[src/rtl/addr_match_pkg.sv]
// package: register map, field layout and reset values of the address matcher
package addr_match_pkg;
    localparam int ADDR_W = 10;
    localparam logic [11:0] OFS_OWN3 = 12'h0000;
    localparam logic [11:0] OFS_RXADDR = 12'h0004;
    localparam logic [11:0] OFS_MASK = 12'h0008;
    localparam logic [11:0] OFS_CTRL = 12'h000c;
    localparam logic [11:0] OFS_STATUS = 12'h0010;
    localparam int EN_BIT = 10;
    localparam int SEVEN_MSB = 6;
    localparam int CTRL_HOLD_BIT = 0;
    localparam int CTRL_TEN_BIT = 1;
    localparam logic [9:0] OWN_RESET = 10'h000;
    localparam logic [9:0] RX_RESET = 10'h000;
    localparam logic [9:0] MASK_RESET = 10'h3ff;
    localparam logic [9:0] SEVEN_KEEP = 10'h07f;
    localparam logic [31:0] RD_ZERO = 32'h0000_0000;
endpackage : addr_match_pkg

[src/rtl/addr_compare.sv]
// combinational own-address compare with mask and mode select
`timescale 1ns/100ps
module addr_compare (
    // configuration
    input wire logic [addr_match_pkg::ADDR_W-1:0] own_addr,
    input wire logic own_en,
    input wire logic [addr_match_pkg::ADDR_W-1:0] mask,
    input wire logic ten_bit,
    // bus address and result
    input wire logic [addr_match_pkg::ADDR_W-1:0] bus_addr,
    output logic hit
);
    import addr_match_pkg::*;
    logic [ADDR_W-1:0] care;
    always_comb begin
        care = mask;
        if (!ten_bit) begin
            care = mask & SEVEN_KEEP;
        end
        hit = own_en && (((own_addr ^ bus_addr) & care) == '0);
    end
endmodule : addr_compare

[src/rtl/addr_match.sv]
// slave own-address slot three, mask, received-address capture, apb access
//
// The implementer's own choices: the address map and the APB interface to the registers.
`timescale 1ns/100ps
module addr_match (
    // apb
    input wire logic pclk,
    input wire logic presetn,
    input wire logic psel,
    input wire logic penable,
    input wire logic pwrite,
    input wire logic [11:0] paddr,
    input wire logic [31:0] pwdata,
    output logic [31:0] prdata,
    output logic pready,
    output logic pslverr,
    // address phase from the bit engine
    input wire logic addr_valid,
    input wire logic [addr_match_pkg::ADDR_W-1:0] addr_rx,
    // result
    output logic addr_hit,
    output logic ten_bit_mode,
    output logic soft_reset_hold
);
    import addr_match_pkg::*;

    // register select; read and write paths share one decode
    typedef enum logic [2:0] {
        SEL_OWN3 = 3'h0,
        SEL_RXADDR = 3'h1,
        SEL_MASK = 3'h2,
        SEL_CTRL = 3'h3,
        SEL_STATUS = 3'h4,
        SEL_NONE = 3'h7
    } reg_sel_e;

    // unmapped addresses fall to none so one test raises the error
    function automatic reg_sel_e decode_reg(input logic [11:0] addr);
        reg_sel_e dec;
        dec = SEL_NONE;
        if (addr == OFS_OWN3) begin
            dec = SEL_OWN3;
        end else if (addr == OFS_RXADDR) begin
            dec = SEL_RXADDR;
        end else if (addr == OFS_MASK) begin
            dec = SEL_MASK;
        end else if (addr == OFS_CTRL) begin
            dec = SEL_CTRL;
        end else if (addr == OFS_STATUS) begin
            dec = SEL_STATUS;
        end
        return dec;
    endfunction : decode_reg

    typedef struct packed {
        logic [9:0] own_address_value_three;
        logic own_addr_slot_enable;
        logic [9:0] address_mask_field;
        logic [9:0] received_address_field;
        logic hold;
        logic ten;
        logic wr_blocked;
        logic hit;
        logic [31:0] rdata;
        logic ready;
        logic err;
    } state_s;

    state_s cur;
    state_s nxt;
    logic match;
    logic access;
    reg_sel_e sel;

    assign sel = decode_reg(paddr);

    addr_compare u_cmp (
        .own_addr(cur.own_address_value_three),
        .own_en(cur.own_addr_slot_enable),
        .mask(cur.address_mask_field),
        .ten_bit(cur.ten),
        .bus_addr(addr_rx),
        .hit(match)
    );

    assign access = psel && penable && !cur.ready;

    always_comb begin
        nxt = cur;
        nxt.ready = access;
        nxt.err = 1'b0;
        nxt.rdata = RD_ZERO;
        nxt.hit = addr_valid && match;
        // capture real address on hit only
        if (addr_valid && match) begin
            nxt.received_address_field = addr_rx;
        end
        if (access && pwrite) begin
            if (sel == SEL_CTRL) begin
                nxt.hold = pwdata[CTRL_HOLD_BIT];
                nxt.ten = pwdata[CTRL_TEN_BIT];
            end else if (sel == SEL_OWN3 || sel == SEL_MASK) begin
                // config writes honoured only under hold
                if (!cur.hold) begin
                    nxt.wr_blocked = 1'b1;
                    nxt.err = 1'b1;
                end else if (sel == SEL_OWN3) begin
                    nxt.own_address_value_three = pwdata[9:0];
                    nxt.own_addr_slot_enable = pwdata[EN_BIT];
                end else begin
                    nxt.address_mask_field = pwdata[9:0];
                end
            end else if (sel == SEL_STATUS) begin
                // write one clears; a blocked write cannot share the cycle
                nxt.wr_blocked = cur.wr_blocked & ~pwdata[0];
            end else if (sel == SEL_NONE) begin
                nxt.err = 1'b1;
            end
        end else if (access) begin
            // unused upper bits of every word read zero
            if (sel == SEL_OWN3) begin
                nxt.rdata = {21'h0, cur.own_addr_slot_enable,
                             cur.own_address_value_three};
            end else if (sel == SEL_RXADDR) begin
                nxt.rdata = {22'h0, cur.received_address_field};
            end else if (sel == SEL_MASK) begin
                nxt.rdata = {22'h0, cur.address_mask_field};
            end else if (sel == SEL_CTRL) begin
                nxt.rdata = {30'h0, cur.ten, cur.hold};
            end else if (sel == SEL_STATUS) begin
                nxt.rdata = {31'h0, cur.wr_blocked};
            end else begin
                nxt.err = 1'b1;
            end
        end
    end

    always_ff @(posedge pclk or negedge presetn) begin
        if (!presetn) begin
            cur <= '0;
            cur.address_mask_field <= MASK_RESET;
            cur.own_address_value_three <= OWN_RESET;
            cur.received_address_field <= RX_RESET;
        end else begin
            cur <= nxt;
        end
    end

    assign prdata = cur.rdata;
    assign pready = cur.ready;
    assign pslverr = cur.err;
    assign addr_hit = cur.hit;
    assign ten_bit_mode = cur.ten;
    assign soft_reset_hold = cur.hold;

    a_disabled_no_hit: assert property (
        @(posedge pclk) disable iff (!presetn)
        !cur.own_addr_slot_enable && !$past(cur.own_addr_slot_enable)
        |-> !addr_hit
    ) else $error("hit from disabled slot");
    a_capture_on_hit: assert property (
        @(posedge pclk) disable iff (!presetn)
        addr_valid && match
        |=> cur.received_address_field == $past(addr_rx)
    ) else $error("matched address not captured");
    a_capture_hold: assert property (
        @(posedge pclk) disable iff (!presetn)
        !(addr_valid && match)
        |=> $stable(cur.received_address_field)
    ) else $error("capture changed without hit");
    a_hit_needs_valid: assert property (
        @(posedge pclk) disable iff (!presetn)
        addr_hit |-> $past(addr_valid)
    ) else $error("hit without address phase");
    a_cfg_locked: assert property (
        @(posedge pclk) disable iff (!presetn)
        !cur.hold |=> $stable(cur.address_mask_field)
    ) else $error("mask changed without hold");
    a_own_locked: assert property (
        @(posedge pclk) disable iff (!presetn)
        !cur.hold |=> $stable(cur.own_address_value_three)
        && $stable(cur.own_addr_slot_enable)
    ) else $error("own slot changed without hold");
    a_blocked_sticky: assert property (
        @(posedge pclk) disable iff (!presetn)
        cur.wr_blocked && !(access && pwrite && sel == SEL_STATUS)
        |=> cur.wr_blocked
    ) else $error("blocked-write flag lost");
    a_seven_ignore: assert property (
        @(posedge pclk) disable iff (!presetn)
        !cur.ten && cur.own_addr_slot_enable
        && cur.address_mask_field == MASK_RESET
        && addr_rx[SEVEN_MSB:0] == cur.own_address_value_three[SEVEN_MSB:0]
        |-> match
    ) else $error("seven-bit compare uses upper bits");
    a_ten_exact: assert property (
        @(posedge pclk) disable iff (!presetn)
        cur.ten && cur.address_mask_field == MASK_RESET && match
        |-> addr_rx == cur.own_address_value_three
    ) else $error("ten-bit compare not exact");
    a_mask_dontcare: assert property (
        @(posedge pclk) disable iff (!presetn)
        cur.own_addr_slot_enable && cur.address_mask_field == 10'h000
        |-> match
    ) else $error("cleared mask still compares");
    a_reset_values: assert property (
        @(posedge pclk) disable iff (!presetn)
        $rose(presetn)
        |-> cur.address_mask_field == MASK_RESET
        && cur.received_address_field == RX_RESET
        && !cur.own_addr_slot_enable
    ) else $error("wrong value after reset");
    a_read_upper_zero: assert property (
        @(posedge pclk) disable iff (!presetn)
        pready |-> prdata[31:11] == '0
    ) else $error("reserved read bits not zero");
    // apb answer after one wait state
    a_apb_ready: assert property (
        @(posedge pclk) disable iff (!presetn)
        psel && penable && !pready |=> pready
    ) else $error("apb answer late");
    // answer lasts one cycle only
    a_ready_pulse: assert property (
        @(posedge pclk) disable iff (!presetn)
        pready |=> !pready
    ) else $error("apb answer held too long");
    // error only alongside the answer
    a_err_with_ready: assert property (
        @(posedge pclk) disable iff (!presetn)
        pslverr |-> pready
    ) else $error("error without answer");
endmodule : addr_match

[config.mk]
export PLATFORM = sky130hd
export DESIGN_NAME = addr_match
export DESIGN_NICKNAME = d
export VERILOG_FILES = /design/src/rtl/addr_match_pkg.sv /design/src/rtl/addr_compare.sv /design/src/rtl/addr_match.sv
export SDC_FILE = /design/constraint.sdc
export NUM_CORES = 1
export LEC_CHECK = 0
export ABC_AREA = 1
export ABC_CLOCK_PERIOD_IN_PS = 1800
export BUFFER_PORTS_ARGS = -buffer_cell sky130_fd_sc_hd__buf_2
export CORE_MARGIN = 10
export CORE_UTILIZATION = 50
export DETAILED_ROUTE_END_ITERATION = 6
export GPL_TIMING_DRIVEN = 0
export PLACE_DENSITY = 0.78
export SYNTH_ARGS = -nofsm -noshare
export SYNTH_HDL_FRONTEND = slang
export SYNTH_SLANG_ARGS = --single-unit
[constraint.sdc]
create_clock -name pclk -period 1.8 [get_ports pclk]
set_input_delay 0.27 -clock pclk [delete_from_list [all_inputs] [get_ports pclk]]
set_output_delay 0.27 -clock pclk [all_outputs]
set_load 0.01 [all_outputs]
# Word level (Yosys, flattened, before mapping)
# Cells that the tools add are included.
# totals
ff_bits	69
input_bits	60
out_inout_bits	37
elab_cells	70
# op_classes
eq_ne	10
n_mux	28
bitwise_logic	6
reduce_logical	15
# ops
op	count
2-to-1 mux 11 bit	3
2-to-1 mux 10 bit	3
equality test 12 x 4 -> 1 bit (second input constant)	2
2-to-1 mux 1 bit	16
equality test 12 x 3 -> 1 bit (second input constant)	1
equality test 12 x 5 -> 1 bit (second input constant)	1
zero test 12 bit	1
2-to-1 mux 3 bit	4
AND 10 bit	1
zero test 10 bit	1
AND reduction 5 bit	2
XOR 10 bit	1
equality test 3 x 2 -> 1 bit (second input constant)	2
equality test 3 bit (second input constant)	2
logical AND 1 bit	5
2-to-1 mux 2 bit	2
AND reduction 4 bit	1
equality test 3 x 1 -> 1 bit (second input constant)	1
zero test 3 bit	1
NOT 1 bit	3
inequality test 2 bit (second input constant)	1
AND reduction 2 bit	1
nonzero test 2 bit	1
AND 1 bit	1
2 further kinds	2

# Longest topological paths before layout
# depth
word_depth	14
ltp_mapped	10
depth_no_buf	10

# By module
# Synthesis repeated with hierarchy kept, for this count alone.
# unflattened
hier_cells	371
area_unflattened_um2	2829.0
# by_module_without_submodules
module	n_inst	cells_per_inst	area_each_um2	seq_area_each_um2
addr_match	1	309	2570.0	1213.7
addr_compare	1	62	259.0	0.0

# Worst setup path after synthesis
# Ideal clock, no wire load.
# synth_timing
path_type	flip-flop to flip-flop
from	reg cur[62] (netlist name)
to	reg cur[38] (netlist name)
setup_time_ns	0.117
arrival_time_ns	1.271
required_ns	1.683
slack_ns	0.412
path_stages_with_launch	9
path_buffers	1
synth_period_minus_slack_ns	1.388
path_cell_list	dfrtp_1 > or2_2 > nand3_1 > nand2_1 > nor2_1 > nand3_1 > clkbuf_1 > nand2_1 > nand2_1
# synth_between
elab_chain_len	5
# synth_rtl
item	line	source
from (decl)	addr_match.sv:69	state_s cur;
from (signal assigned)	addr_match.sv:145	cur <= nxt;
XOR 10 bit	addr_compare.sv:20	hit = own_en && (((own_addr ^ bus_addr) & care) == '0);
AND 10 bit	addr_compare.sv:20	
zero test 10 bit	addr_compare.sv:20	
logical AND 1 bit	addr_compare.sv:20	
logical AND 1 bit	addr_match.sv:95	if (addr_valid && match) begin
# No other way between the ends.
# A chain may end at the register's enable or synchronous reset.

# Final worst setup path
# layout_timing
from	reg cur[59] (netlist name)
to	reg cur[39] (netlist name)
# The elaborated chain is that of the path after synthesis.

==> flow_summary.toml <==
[run_status]
status = "completed"

[global_routing]
grt_pass1_wl_um = 10600
grt_pass1_vias = 2248
track_usage = 0.148
grt_overflow_total = 0
grt_antenna_before_repair = 0
grt_max_degree = 49

[drt]
dr.pass1.iters = 4
vias_per_cell = 4.92
wl_um = 6410
vias = 2350
drt_first_iter_violations = 213
postRouteAntennaNets = 0
wl_per_cell_um = 13.4
drt_drc_violations_left = 0

[pwr]
p_leak_nw = 1.76
power_frac_comb = 0.100
p_int_mw = 1.68
clkPwrFrac = 0.386
power_density_nw_per_um2 = 671
peakVddDrop_mv = 0.438
sequentialPowerShare = 0.514
switchingPower_mw = 0.491
swShare = 0.226

[sta]
slew_viol_final = 0
fin_crit_sh = 0.906
timing.fmax_mhz = 613
rsz0062_at_grt = "no"
tightest_slew_ps = 1000
clock_skew_ps = 6.43
finalSetupViolations = 0
setup_ws_ps = 170
hold_violations = 0
max-slew-margin-rel = 0.332
setup_tns_ps = 0
fin_crit_ps = 1630

[die]
rows = 26
ios = 97
fp.dieH_um = 93.1
initial_core_util = 0.520
dieArea_um2 = 8670
core_area_um2 = 5140
die_w_um = 93.1

[cts]
cts_root_buf = "clkbuf_8"
cts_inserted_buffers = 5
cts_hold_buf = 0
path_clk_slew_ps = 90
cts_tree = "done"
clock_latency_ps = 310
h-tree-depth = 2
cts_max_path_buffers = 2
clock_sinks = 48

[place]
place_ws_ps = 119
dpl.hpwl_um = 5070
gp_congestion = 0.847
placed_cell_area_um2 = 3110
portBuffers = 54

[cells_and_area]
fin_area_um2 = 3230
fill_cells = 472
syn_to_final_growth_pct = 21.0
drive_gt1_frac = 0.326
seqCellArea_um2 = 1210
antenna_cells = 0
fin_nets = 467
multiInputGateArea_um2 = 1120

[yosys]
yosys.area.top_type = "dfrtp_1"
async_reset_ff_frac = 1.00
netlist_instances = 326
synth_edf_count = 0
synthTopCellsByArea = "dfrtp_1, dfstp_2, buf_4"
yosysTopAreaCellShare = 0.356
ys_ff_latch = 48
synthFlopType = "dfrtp_1"
synth_area_um2 = 2670
synth_seq_area_share = 0.454
synth_warnings = 0
synth_cell_type_count = 29
syn_area_per_cell_um2 = 8.20

[worst_hold_path]
hp-class = "in -> async"

[critical_path]
max_stage_delay_ps = 420
arrival_ps = 1830
worst_setup_path_end_kind = "flip-flop"
worstPathRequired_ps = 2000
crit_family = "simple AND/OR/NAND/NOR gates"
crit_buf_inv = 1
crit_path_max_fanout = 10
crit_top_cell = "nand2_1"
crit_chain = "o21ai_0 > a21oi_1 > nor3_1 > nand3_1 > clkbuf_1 > nand2_1 > nand2_1"
crit_slowest_cell = "dfrtp_1"
crit_type = "reg -> reg"
startpoint_type = "flip-flop"

[run]
max_cap_viol_count = 0
power by group through the flow:
| stage | Clock, mW | Combinational (mW) | Sequential (mW) |
|---|---|---|---|
| 2_1_floorplan | 0 | 0.123 | 1.13 |
| 3_3_place_gp | 0 | 0.211 | 1.13 |
| 3_5_place_dp | 0 | 0.214 | 1.13 |
| 5_1_grt | 0.890 | 0.245 | 1.12 |
| 6_report | 0.839 | 0.217 | 1.11 |
| 4_1_cts | 0.850 | 0.215 | 1.11 |
logic make-up (layout without fill, tap and decap cells):
kind of cell	Yosys count	count (layout)	share of synthesized area
compound gates	46	46	0.107
xor+xnor	2	2	0.00656
buf+inv	75	137	0.156
flops	48	48	0.454
other cells	1	21	0.00140
simple gates	154	154	0.275
layout by cell type, fill, tap and decap left out, types with 10 or more instances in the layout:
| cell type | netlist | final |
|---|---|---|
| dfrtp_1 | 38 | 38 |
| buf_2 | 6 | 60 |
| nand4_1 | 20 | 20 |
| o21ai_1 | 13 | 13 |
| nand2_1 | 64 | 64 |
| dfstp_2 | 10 | 10 |
| buf_4 | 34 | 34 |
| inv_1 | 25 | 25 |
| conb_1 | 1 | 21 |
| nand3_1 | 31 | 31 |
| nor2_1 | 25 | 25 |
through the flow:
| step | cells | total power, mW | utilization | hold slack (ps) |
|---|---|---|---|---|
| 6_report | 478 | 2.17 | 0.629 | 125 |
| 5_1_grt | 478 | 2.25 | 0.629 | 154 |
| 4_1_cts | 478 | 2.18 | 0.629 | 153 |
| 3_5_place_dp | 470 | 1.35 | 0.604 | 446 |
| 3_3_place_gp | 470 | 1.34 | 0.604 | 445 |
| 2_1_floorplan | 346 | 1.26 | - | -25.6 |
final cells by class:
cell class / instances / area share
clock inverter: 1 / 0.00929
tap: 70 / 0.0271
buffer: 46 / 0.0956
clock buffer: 7 / 0.0298
multi-input combinational: 223 / 0.346
inverter: 29 / 0.0337
timing repair buffer: 54 / 0.0836
sequential: 48 / 0.375
path summary, 6_finish.rpt:
| path | from | endpoint | slack [ps] | depth (start not counted) |
|---|---|---|---|---|
| worst max-delay path | cur[59] | cur[39] | 170 | 7 |
| worst max register to register | cur[59] | cur[39] | 170 | 7 |
| worst min-delay path | presetn | addr_hit | 120 | 1 |
| min in group pclk | pwrite | prdata[10] | 150 | 2 |
| worst min register to register | pready | pready | 450 | 1 |
| max in group asynchronous | presetn | cur[64] | 1060 | 1 |
synthesized netlist by cell type (2+ instances only):
library cell / n
nor2_4: 2
o21ai_0: 5
buf_4: 34
buf_2: 6
o22ai_1: 2
nand2_1: 64
clkbuf_1: 6
a21oi_1: 9
inv_2: 4
inv_1: 25
a21oi_2: 8
nor2_2: 3
xor2_1: 2
dfrtp_1: 38
nor2_1: 25
dfstp_2: 10
o21ai_1: 13
nand4_1: 20
o211ai_1: 9
nor3_1: 2
nand3_1: 31
sequential cells by signal (all words and copies together) (netlist names):
register         flops
addr_hit             1
pslverr              1
prdata              11
soft_reset_hold      1
pready               1
ten_bit_mode         1
cur                 32
metal layers:
layer / vias to the layer above / global-route usage / wire length, µm
li1: 1198 / - / -
met1: 1057 / 0.178 / 2610
met2: 88 / 0.248 / 3190
met3: 7 / 0.0448 / 511
met4: 0 / 0.0411 / 102
met5: - / 0 / 0
timing repair:
item / 4_1_cts / 5_1_grt
setup buffers: 0 / 0
resized for setup: 0 / 2
setup endpoints to repair: 0 / 1
Power figures use the tool's default switching activity.
